## src/core/fpsc_pkg.sv

```systemverilog
// shared constants for the two-channel fan pwm speed controller
package fpsc_pkg;
  // register offsets in the runtime block
  localparam logic [7:0] FIRST_FAN_OFS = 8'h56;
  localparam logic [7:0] SECOND_FAN_OFS = 8'h57;
  localparam logic [7:0] RATE_CFG_OFS = 8'h58;
  // reset values of the three registers
  localparam logic [7:0] FAN_REG_RST = 8'h00;
  localparam logic [7:0] RATE_CFG_RST = 8'h00;
  // per-fan register fields
  localparam int FORCE_BIT = 0;
  localparam int DUTY_LSB = 1;
  localparam int DUTY_MSB = 6;
  localparam int RATE_SEL_BIT = 7;
  // shared config fields, channel index (twice it for the tach field) added to the base bit
  localparam int SRC_SEL_BIT = 0;
  localparam int DOUBLE_BIT = 2;
  localparam int TACH_DIV_LSB = 4;
  // slots in one output period
  localparam int SLOTS = 64;
  // timing: core clock and output rates, in millihertz
  localparam longint CLK_MHZ = 64'd25_000_000_000;
  localparam longint FAST_LO_MHZ = 64'd15_625_000;
  localparam longint FAST_HI_MHZ = 64'd23_438_000;
  localparam longint SLOW_LO_MHZ = 64'd40_000;
  localparam longint SLOW_HI_MHZ = 64'd60_000;
  // core cycles per slot, rounded to the nearest whole cycle
  localparam int FAST_LO_DIV =
    int'((CLK_MHZ + FAST_LO_MHZ * SLOTS / 2) / (FAST_LO_MHZ * SLOTS));
  localparam int FAST_HI_DIV =
    int'((CLK_MHZ + FAST_HI_MHZ * SLOTS / 2) / (FAST_HI_MHZ * SLOTS));
  localparam int SLOW_LO_DIV =
    int'((CLK_MHZ + SLOW_LO_MHZ * SLOTS / 2) / (SLOW_LO_MHZ * SLOTS));
  localparam int SLOW_HI_DIV =
    int'((CLK_MHZ + SLOW_HI_MHZ * SLOTS / 2) / (SLOW_HI_MHZ * SLOTS));
endpackage

```

## src/core/fpsc_fan_ctrl.sv

```systemverilog
// two-channel fan pwm speed controller with its three runtime registers
// How it works
// RULE1 - a set force-high bit holds that fan output high whatever the duty.
// RULE2 - with force-high clear the output duty comes from the duty code.
// RULE3 - a duty code of zero keeps the output low with no pulses.
// RULE4 - a duty code of 63 gives high for 63 slots and low for one slot.
// RULE5 - the duty code sits in bits 6..1 and high time is code/64 of period.
// RULE6 - undoubled, source 0 gives 15.625 or 23.438 kHz, source 1 40 or 60 Hz.
// RULE7 - the doubling bit doubles the selected output frequency.
// RULE8 - config bits 1..0 pick each source and bits 3..2 each doubling.
// RULE9 - config bits 7..6 and 5..4 hold a per-channel tach divisor field.
// RULE10 - the fan registers decode at 0x56, 0x57 and config at 0x58.
// RULE11 - after reset both fan outputs are driven low.
// RULE12 - each channel runs 64 slots per period and takes changes at the end.
// RULE13 - all three registers are read/write and read back what was written.
`timescale 1ns/1ps
module fpsc_fan_ctrl #(
  parameter int DIV_W = 16,
  parameter int FAST_LO_DIV = fpsc_pkg::FAST_LO_DIV,
  parameter int FAST_HI_DIV = fpsc_pkg::FAST_HI_DIV,
  parameter int SLOW_LO_DIV = fpsc_pkg::SLOW_LO_DIV,
  parameter int SLOW_HI_DIV = fpsc_pkg::SLOW_HI_DIV
) (
  // clock and reset
  input wire logic core_clk,
  input wire logic srst,
  // runtime register port
  input wire logic [7:0] regAddr,
  input wire logic regWr,
  input wire logic regRd,
  input wire logic [7:0] regWrData,
  output logic [7:0] regRdData,
  // fan pins
  output logic first_fan_drive_out,
  output logic second_fan_drive_out
);
  initial begin
    if (SLOW_LO_DIV >= (1 << DIV_W) || SLOW_HI_DIV >= (1 << DIV_W) ||
        FAST_LO_DIV >= (1 << DIV_W) || FAST_HI_DIV >= (1 << DIV_W))
      $error("fpsc_fan_ctrl: divisor does not fit DIV_W");
    if (FAST_LO_DIV < 2 || FAST_HI_DIV < 2 || SLOW_LO_DIV < 2 ||
        SLOW_HI_DIV < 2)
      $error("fpsc_fan_ctrl: divisor too small to double");
  end

  logic [7:0] fanReg [2];
  logic [7:0] next_fanReg [2];
  logic [7:0] fanRateConfig, next_fanRateConfig;
  logic [7:0] next_regRdData;
  logic [1:0] chanOut;
  logic [DIV_W-1:0] chanDiv [2];
  logic [1:0] tachDivSel [2];

  // register writes; address decode by exact offset
  always_comb begin
    next_fanReg = fanReg;
    next_fanRateConfig = fanRateConfig;
    if (regWr) begin
      case (regAddr) // RULE10
        fpsc_pkg::FIRST_FAN_OFS: next_fanReg[0] = regWrData;
        fpsc_pkg::SECOND_FAN_OFS: next_fanReg[1] = regWrData;
        fpsc_pkg::RATE_CFG_OFS: next_fanRateConfig = regWrData;
        default: next_fanRateConfig = fanRateConfig;
      endcase
    end
  end

  // reads return stored values; unmapped offsets read as zero
  always_comb begin
    next_regRdData = regRdData;
    if (regRd) begin
      case (regAddr) // RULE13
        fpsc_pkg::FIRST_FAN_OFS: next_regRdData = fanReg[0];
        fpsc_pkg::SECOND_FAN_OFS: next_regRdData = fanReg[1];
        fpsc_pkg::RATE_CFG_OFS: next_regRdData = fanRateConfig;
        default: next_regRdData = 8'h00;
      endcase
    end
  end

  always_ff @(posedge core_clk) begin
    if (srst) begin
      fanReg[0] <= fpsc_pkg::FAN_REG_RST;
      fanReg[1] <= fpsc_pkg::FAN_REG_RST;
      fanRateConfig <= fpsc_pkg::RATE_CFG_RST;
      regRdData <= 8'h00;
    end else begin
      fanReg <= next_fanReg;
      fanRateConfig <= next_fanRateConfig;
      regRdData <= next_regRdData;
    end
  end

  // per channel: pick slot divisor, halve it when doubled
  for (genvar ch = 0; ch < 2; ch++) begin : g_chan
    logic srcSlow;
    logic rateHi;
    logic dbl;
    logic [DIV_W-1:0] baseDiv;
    assign srcSlow = fanRateConfig[fpsc_pkg::SRC_SEL_BIT + ch]; // RULE8
    assign dbl = fanRateConfig[fpsc_pkg::DOUBLE_BIT + ch]; // RULE8
    assign rateHi = fanReg[ch][fpsc_pkg::RATE_SEL_BIT];
    // tach divisor is stored only; tach counting lives elsewhere
    assign tachDivSel[ch] =
      fanRateConfig[fpsc_pkg::TACH_DIV_LSB + 2*ch +: 2]; // RULE9
    always_comb begin
      case ({srcSlow, rateHi}) // RULE6
        2'b00: baseDiv = DIV_W'(FAST_LO_DIV);
        2'b01: baseDiv = DIV_W'(FAST_HI_DIV);
        2'b10: baseDiv = DIV_W'(SLOW_LO_DIV);
        2'b11: baseDiv = DIV_W'(SLOW_HI_DIV);
        default: baseDiv = DIV_W'(FAST_LO_DIV);
      endcase
    end
    // halving the slot length doubles the rate; odd counts round down
    assign chanDiv[ch] = dbl ? (baseDiv >> 1) : baseDiv; // RULE7

    fpsc_pwm_channel #(
      .DIV_W(DIV_W)
    ) u_chan (
      .core_clk(core_clk),
      .srst(srst),
      .slotDiv(chanDiv[ch]),
      .dutyCode(fanReg[ch][fpsc_pkg::DUTY_MSB:fpsc_pkg::DUTY_LSB]),
      .forceHigh(fanReg[ch][fpsc_pkg::FORCE_BIT]),
      .pwmWaveform(chanOut[ch])
    );
  end

  assign first_fan_drive_out = chanOut[0];
  assign second_fan_drive_out = chanOut[1];
endmodule // fpsc_fan_ctrl

```

## src/core/fpsc_pwm_channel.sv

```systemverilog
// one pwm channel: slot prescaler, 64-slot period counter, output
`timescale 1ns/1ps
module fpsc_pwm_channel #(
  parameter int DIV_W = 16
) (
  // clock and reset
  input wire logic core_clk,
  input wire logic srst,
  // settings from the register file
  input wire logic [DIV_W-1:0] slotDiv,
  input wire logic [5:0] dutyCode,
  input wire logic forceHigh,
  // pin
  output logic pwmWaveform
);
  initial begin
    if (DIV_W < 2 || DIV_W > 32) $error("fpsc_pwm_channel: bad DIV_W");
  end

  logic [DIV_W-1:0] preCnt, next_preCnt;
  logic [5:0] slot, next_slot;
  logic [5:0] curDuty, next_curDuty;
  logic curForce, next_curForce;
  logic [DIV_W-1:0] curDiv, next_curDiv;
  logic next_pwmWaveform;
  logic slotTick;
  logic periodEnd;

  // a zero divisor is served as one cycle per slot
  assign slotTick = (preCnt + DIV_W'(1) >= curDiv);
  assign periodEnd = slotTick && (slot == 6'h3F);

  // settings are only taken at the period boundary so no runt pulse
  always_comb begin
    next_preCnt = slotTick ? '0 : preCnt + DIV_W'(1);
    next_slot = slotTick ? slot + 6'h01 : slot;
    next_curDuty = curDuty;
    next_curForce = curForce;
    next_curDiv = curDiv;
    if (periodEnd) begin // RULE12
      next_curDuty = dutyCode;
      next_curForce = forceHigh;
      next_curDiv = slotDiv;
    end
    if (curForce) begin
      next_pwmWaveform = 1'b1; // RULE1
    end else begin
      // code 0 never high, code 63 misses only slot 63
      next_pwmWaveform = (slot < curDuty); // RULE2 RULE3 RULE4 RULE5
    end
  end

  // registers; output comes up low
  always_ff @(posedge core_clk) begin
    if (srst) begin
      preCnt <= '0;
      slot <= 6'h00;
      curDuty <= 6'h00;
      curForce <= 1'b0;
      curDiv <= '0;
      pwmWaveform <= 1'b0; // RULE11
    end else begin
      preCnt <= next_preCnt;
      slot <= next_slot;
      curDuty <= next_curDuty;
      curForce <= next_curForce;
      curDiv <= next_curDiv;
      pwmWaveform <= next_pwmWaveform;
    end
  end
endmodule // fpsc_pwm_channel

```

## config.mk

```make
export PLATFORM = sky130hd
export DESIGN_NAME = fpsc_fan_ctrl
export DESIGN_NICKNAME = d
export VERILOG_FILES = /design/src/core/fpsc_pkg.sv /design/src/core/fpsc_fan_ctrl.sv /design/src/core/fpsc_pwm_channel.sv
export SDC_FILE = /design/constraint.sdc
export NUM_CORES = 1
export LEC_CHECK = 0
export BUFFER_PORTS_ARGS = -buffer_cell sky130_fd_sc_hd__buf_2
export CAP_MARGIN = 20
export CORE_ASPECT_RATIO = 1.25
export CORE_MARGIN = 3
export CORE_UTILIZATION = 55
export CTS_BUF_LIST = sky130_fd_sc_hd__clkbuf_16
export CTS_CLUSTER_SIZE = 24
export DETAILED_ROUTE_END_ITERATION = 16
export PLACE_DENSITY = 0.84
export SYNTH_ARGS = -nofsm -noshare
export SYNTH_HDL_FRONTEND = slang
export SYNTH_SLANG_ARGS = --single-unit
```

## constraint.sdc

```tcl
create_clock -name core_clk -period 4 [get_ports core_clk]
set_input_delay 0.8 -clock core_clk [delete_from_list [all_inputs] [get_ports core_clk]]
set_output_delay 0.8 -clock core_clk [all_outputs]
set_load 0.02 [all_outputs]
```

# After elaboration in Yosys (flattened, before gate mapping)
# Cells that the tools add are included.
[op_classes]
add_sub_neg = 4
multipliers = 0
n_div = 0
order_cmp = 4
eq_ne = 11
n_shift = 0
mux = 7
bitwise_logic = 0
reduce_logical = 9
[op_table]
columns = ["operator", "count"]
rows = [
  ["$pmux W16 S4", 2],
  ["$add A16 B1 Y16 const B", 2],
  ["$ge A16 B16 Y1", 2],
  ["$mux W16", 2],
  ["$eq A8 B7 Y1 const B", 3],
  ["$pmux W8 S3", 1],
  ["$add A6 B1 Y6 const B", 2],
  ["$eq A6 B6 Y1 const B", 2],
  ["$lt A6 B6 Y1", 2],
  ["$eq A2 B2 Y1 const B", 4],
  ["$reduce_and A2 Y1", 3],
  ["$eq A2 B1 Y1 const B", 2],
  ["$logic_not A2 Y1", 2],
  ["$reduce_or A2 Y1", 2],
  ["$logic_and A1 B1 Y1", 2],
  ["$mux W1", 2],
]
[word_totals]
reg_bits = 124
latch_bits = 0
ramBits = 0
mem_bits_ro = 0
in_bits = 20
output_inout_bits = 10
elab_cells = 51
memories = 0

# Longest topological paths before layout
[depth]
depth_word = 3
ltp_mapped = 14
ltp_nobuf = 13

# Modules after synthesis
# From an unflattened synthesis, not the netlist that was laid out.
[hier_totals]
cells_unflattened = 733
hier_area_um2 = 6877.8
[modules_own_cells]
columns = ["module", "n_inst", "cells_each", "area_per_inst_um2", "seq_area_each_um2"]
rows = [
  ["fpsc_pwm_channel", 2, 277, 2575.0, 920.9],
  ["fpsc_fan_ctrl", 1, 179, 1727.9, 640.6],
]

# Worst setup path before layout
# No wires, ideal clock.
[synth_timing]
kind = "register to register"
start = "register g_chan[1].u_chan.preCnt[2]"
end = "register g_chan[1].u_chan.slot[5]"
setup_time_ps = 121
t_arrival_ps = 2906
t_required_ps = 3879
setup_slack_ps = 973
stages_incl_launch_ff = 14
path_cell_list = "dfxtp_1 -> and3_1 -> nand3_1 -> nor3_1 -> nand3_1 -> xnor2_1 -> ha_1 -> nand4_1 -> nor2_1 -> o2111ai_1 -> o211ai_1 -> nor2_1 -> nor3b_1 -> mux2_2"
[synth_between]
elab_chain_len = 2
[synth_lines]
columns = ["element", "line", "rtl"]
rows = [
  ["start, declared", "fpsc_pwm_channel.sv:20", "logic [DIV_W-1:0] preCnt, next_preCnt;"],
  ["start signal, assigned", "fpsc_pwm_channel.sv:63", "preCnt <= next_preCnt;"],
  ["$add A16 B1 Y16", "fpsc_pwm_channel.sv:30", "assign slotTick = (preCnt + DIV_W'(1) >= curDiv);"],
  ["$ge A16 B16 Y1", "fpsc_pwm_channel.sv:30", ""],
  ["end signal, assigned", "fpsc_pwm_channel.sv:64", "slot <= next_slot;"],
  ["end, declared", "fpsc_pwm_channel.sv:21", "logic [5:0] slot, next_slot;"],
]
# No other way between the ends.
# A chain may end at the register's enable or synchronous reset.

# Worst setup path after layout
# Same ends and word-level chain as after synthesis.

==> results_dict.tcl <==
set metrics [dict create \
    status "finished clean" \
    maxSlewViolCount 0 \
    clock-root-buffer "clkbuf_16" \
    grt_max_degree 85 \
    syn_inst 631 \
    fmax_mhz 283 \
    clock_path_buffers 2 \
    grt_pass1_vias 4656 \
    vias_per_cell 5.78 \
    post_cts_buffers 0 \
    drive_above_1_share_pct 13.5 \
    initial_utilization_pct 57.0 \
    place_ws_ps 505 \
    rows 41 \
    hold_viol 0 \
    first_pass_iters 6 \
    cts_hold_buf 0 \
    yosys.area.top_type "dfxtp_1" \
    dp_hpwl_um 8720 \
    finalSetupTns_ps 0 \
    antenna_found_initial 0 \
    core_um2 10200 \
    cts_buffers 17 \
    setup_slack_ps 471 \
    start_kind "flip-flop" \
    combPwrFrac_pct 3.7 \
    p_leak_nw 2.93 \
    synth_cell_types 56 \
    synth.area.top_cells "dfxtp_1 (40%), ha_1 (11%), mux2i_1 (7.1%)" \
    ios 30 \
    synthDominantCellAreaShare_pct 39.9 \
    cts_sinks 116 \
    diodes 0 \
    hold_path.class "reg -> reg" \
    fin_util_pct 64.7 \
    worstMarginPinSlew_ps 945 \
    post_cts_resize_count 0 \
    ys_ff_latch 116 \
    final_nets 731 \
    cts_tree "built" \
    maxCapViolations 0 \
    place_area_um2 6060 \
    p_int_mw 2.05 \
    final_antenna_net_count 0 \
    gp_congestion 0.851 \
    cp.required_ps 4300 \
    seqCellArea_um2 2320 \
    track_usage_pct 22.3 \
    drtIter0Drc 296 \
    relSlewSlack_pct 36.8 \
    peakVddDrop_v 0.000394 \
    path_buf_inv 0 \
    die_h_um 121 \
    die_area_um2 11900 \
    die_x_um 98.0 \
    multi_input_area_um2 3250 \
    drc 0 \
    worstPathMaxFanout 18 \
    syn_area_um2 5820 \
    clock_power_share_pct 51.6 \
    p_sw_mw 0.599 \
    period_minus_slack_ps 3530 \
    slowest_stage "dfxtp_1" \
    p_seq_share_pct 44.7 \
    fin_crit_sh_pct 88.2 \
    n_fill_cell 726 \
    worstSkewPairLatency_ps 410 \
    vias 4640 \
    worstSetupPathType "reg -> reg" \
    cpPeakStageDelay_ps 410 \
    post_synth.cell_area_avg_um2 9.22 \
    cp_cell_sequence "and3_1 -> nand3_1 -> nor3_1 -> nand3_1 -> xnor2_1 -> ha_1 -> nand4_1 -> nor2_1 -> o2111ai_1 -> o211ai_1 -> nor2_1 -> nor3b_1 -> mux2_2" \
    grt_pass1_wl_um 21300 \
    async_reset_ff_share_pct 0 \
    path_clk_slew_ps 50 \
    rsz0062_at_grt "no" \
    switching_share_pct 22.6 \
    synth_edf_count 0 \
    wirelength_um 12600 \
    seq_area_frac_synth_pct 39.9 \
    yosysWarnings 0 \
    cp.arrival_ps 3830 \
    setup_viol 0 \
    syn2layout_area_growth_pct 13.6 \
    design_area_um2 6610 \
    grt-ovfl-total 0 \
    finClkSkew_ps 7.94 \
    port_buffers 29 \
    ctsHtreeMaxLevel 4 \
    power_density_nw_per_um2 401 \
    holdWs_ps 464 \
    synth_flop_cell "dfxtp_1" \
    path_delay_family "simple AND/OR/NAND/NOR gates" \
    wl_per_cell_um 15.7 \
    critPathCaptureType "flip-flop" \
]
## sequential cells by signal (all words and copies together), names as in the netlist
signal	count
g_chan.u_chan.slot	12
g_chan.u_chan.curDiv	24
g_chan.u_chan.preCnt	32
g_chan.u_chan.curForce	2
regRdData	8
g_chan.u_chan.curDuty	12
fanReg	16
g_chan.u_chan.pwmWaveform	2
fanRateConfig	8
## per-stage QoR
stage               cells  total power [mW]
global placement      771              1.30
finish                803              2.65
detailed placement    771              1.30
global route          803              2.73
CTS                   803              2.66
floorplan             634              1.27
## kinds of logic after synthesis
group	Yosys count	synth area share (%)
AND/OR/NAND/NOR	218	19.5
buffers and inverters	65	4.32
multiplexers	49	8.61
AO/OA/AOI/OAI	99	11.8
XOR/XNOR	33	4.97
flip-flops	116	39.9
adder cells (fa/ha/maj)	50	10.8
other	1	0.0645
## per-layer routing
| metal | GRT usage, % | part of all wire [%] | vias to the layer above |
|---|---|---|---|
| met2 | 40.7 | 53 | 103 |
| met4 | 8.40 | 2.6 | 0 |
| met5 | 0 | 0 | - |
| met1 | 24.3 | 40 | 2224 |
| met3 | 6.33 | 3.6 | 23 |
| li1 | - | - | 2290 |
## final cells by class
cell class                 count  area share, %
tap                          129           2.44
multi-input combinational    453           49.2
clock inverter                15           1.80
inverter                      40           2.27
clock buffer                  17           6.44
timing repair buffer          33           2.65
sequential                   116           35.2
## Yosys cell counts, types with 2 or more instances
cell and n:
nor3_1 12, and3_1 25, o21a_1 4, a211o_1 4, dfxtp_1 116, nand2b_1 3, a22oi_1 8, o211ai_1 3
a31o_2 2, mux2_2 8, nor2_1 72, and3_2 4, nand3_1 28, buf_1 2, xnor2_1 16, nor2b_1 5
nor3b_1 3, inv_1 40, ha_1 50, o21ai_0 13, a211oi_1 19, mux2i_1 41, nor4_1 5, clkbuf_1 19
xor2_1 17, buf_2 3, nor4_2 2, and2_1 2, a21oi_1 24, a21o_1 11, nand2_1 33, o2111ai_1 5
nand4_1 9
## power by group through the flow
stage,logic [mW],registers (mW),clock network (mW)
floorplan,0.0588,1.21,0
global placement,0.0929,1.21,0
detailed placement,0.0978,1.21,0
CTS,0.0985,1.18,1.38
global route,0.109,1.18,1.44
finish,0.0981,1.18,1.37
## final timing paths
path / from / end / slack (ps) / cells past startpoint
worst min-delay path: fanRateConfig[7]$_SDFFE_PP0P_ / fanRateConfig[7]$_SDFFE_PP0P_ / 460 / 2
worst min register to register: fanRateConfig[7]$_SDFFE_PP0P_ / fanRateConfig[7]$_SDFFE_PP0P_ / 460 / 2
worst max register to register: g_chan[1].u_chan.preCnt[2]$_SDFF_PP0_ / g_chan[1].u_chan.slot[5]$_SDFFE_PP0P_ / 470 / 13
worst max-delay path: g_chan[1].u_chan.preCnt[2]$_SDFF_PP0_ / g_chan[1].u_chan.slot[5]$_SDFFE_PP0P_ / 470 / 13
## worst min-delay path, cell delays in order, from the launching register on
cell and delay (ps):
dfxtp_1 310, nand2_1 50, a21oi_1 60
## cells in the final DEF (no fill, tap or decap), types with 6 or more instances in the layout
cell type	n
a211oi_1	19
a21o_1	11
a21oi_1	24
a22oi_1	8
and3_1	25
buf_2	29
clkbuf_16	17
clkinvlp_4	6
dfxtp_1	116
ha_1	50
inv_1	41
mux2_2	8
mux2i_1	41
nand2_1	33
nand3_1	28
nand4_1	9
nor2_1	72
nor3_1	12
o21ai_0	13
xnor2_1	16
xor2_1	17
No activity file was read; power rests on OpenSTA's default activity.
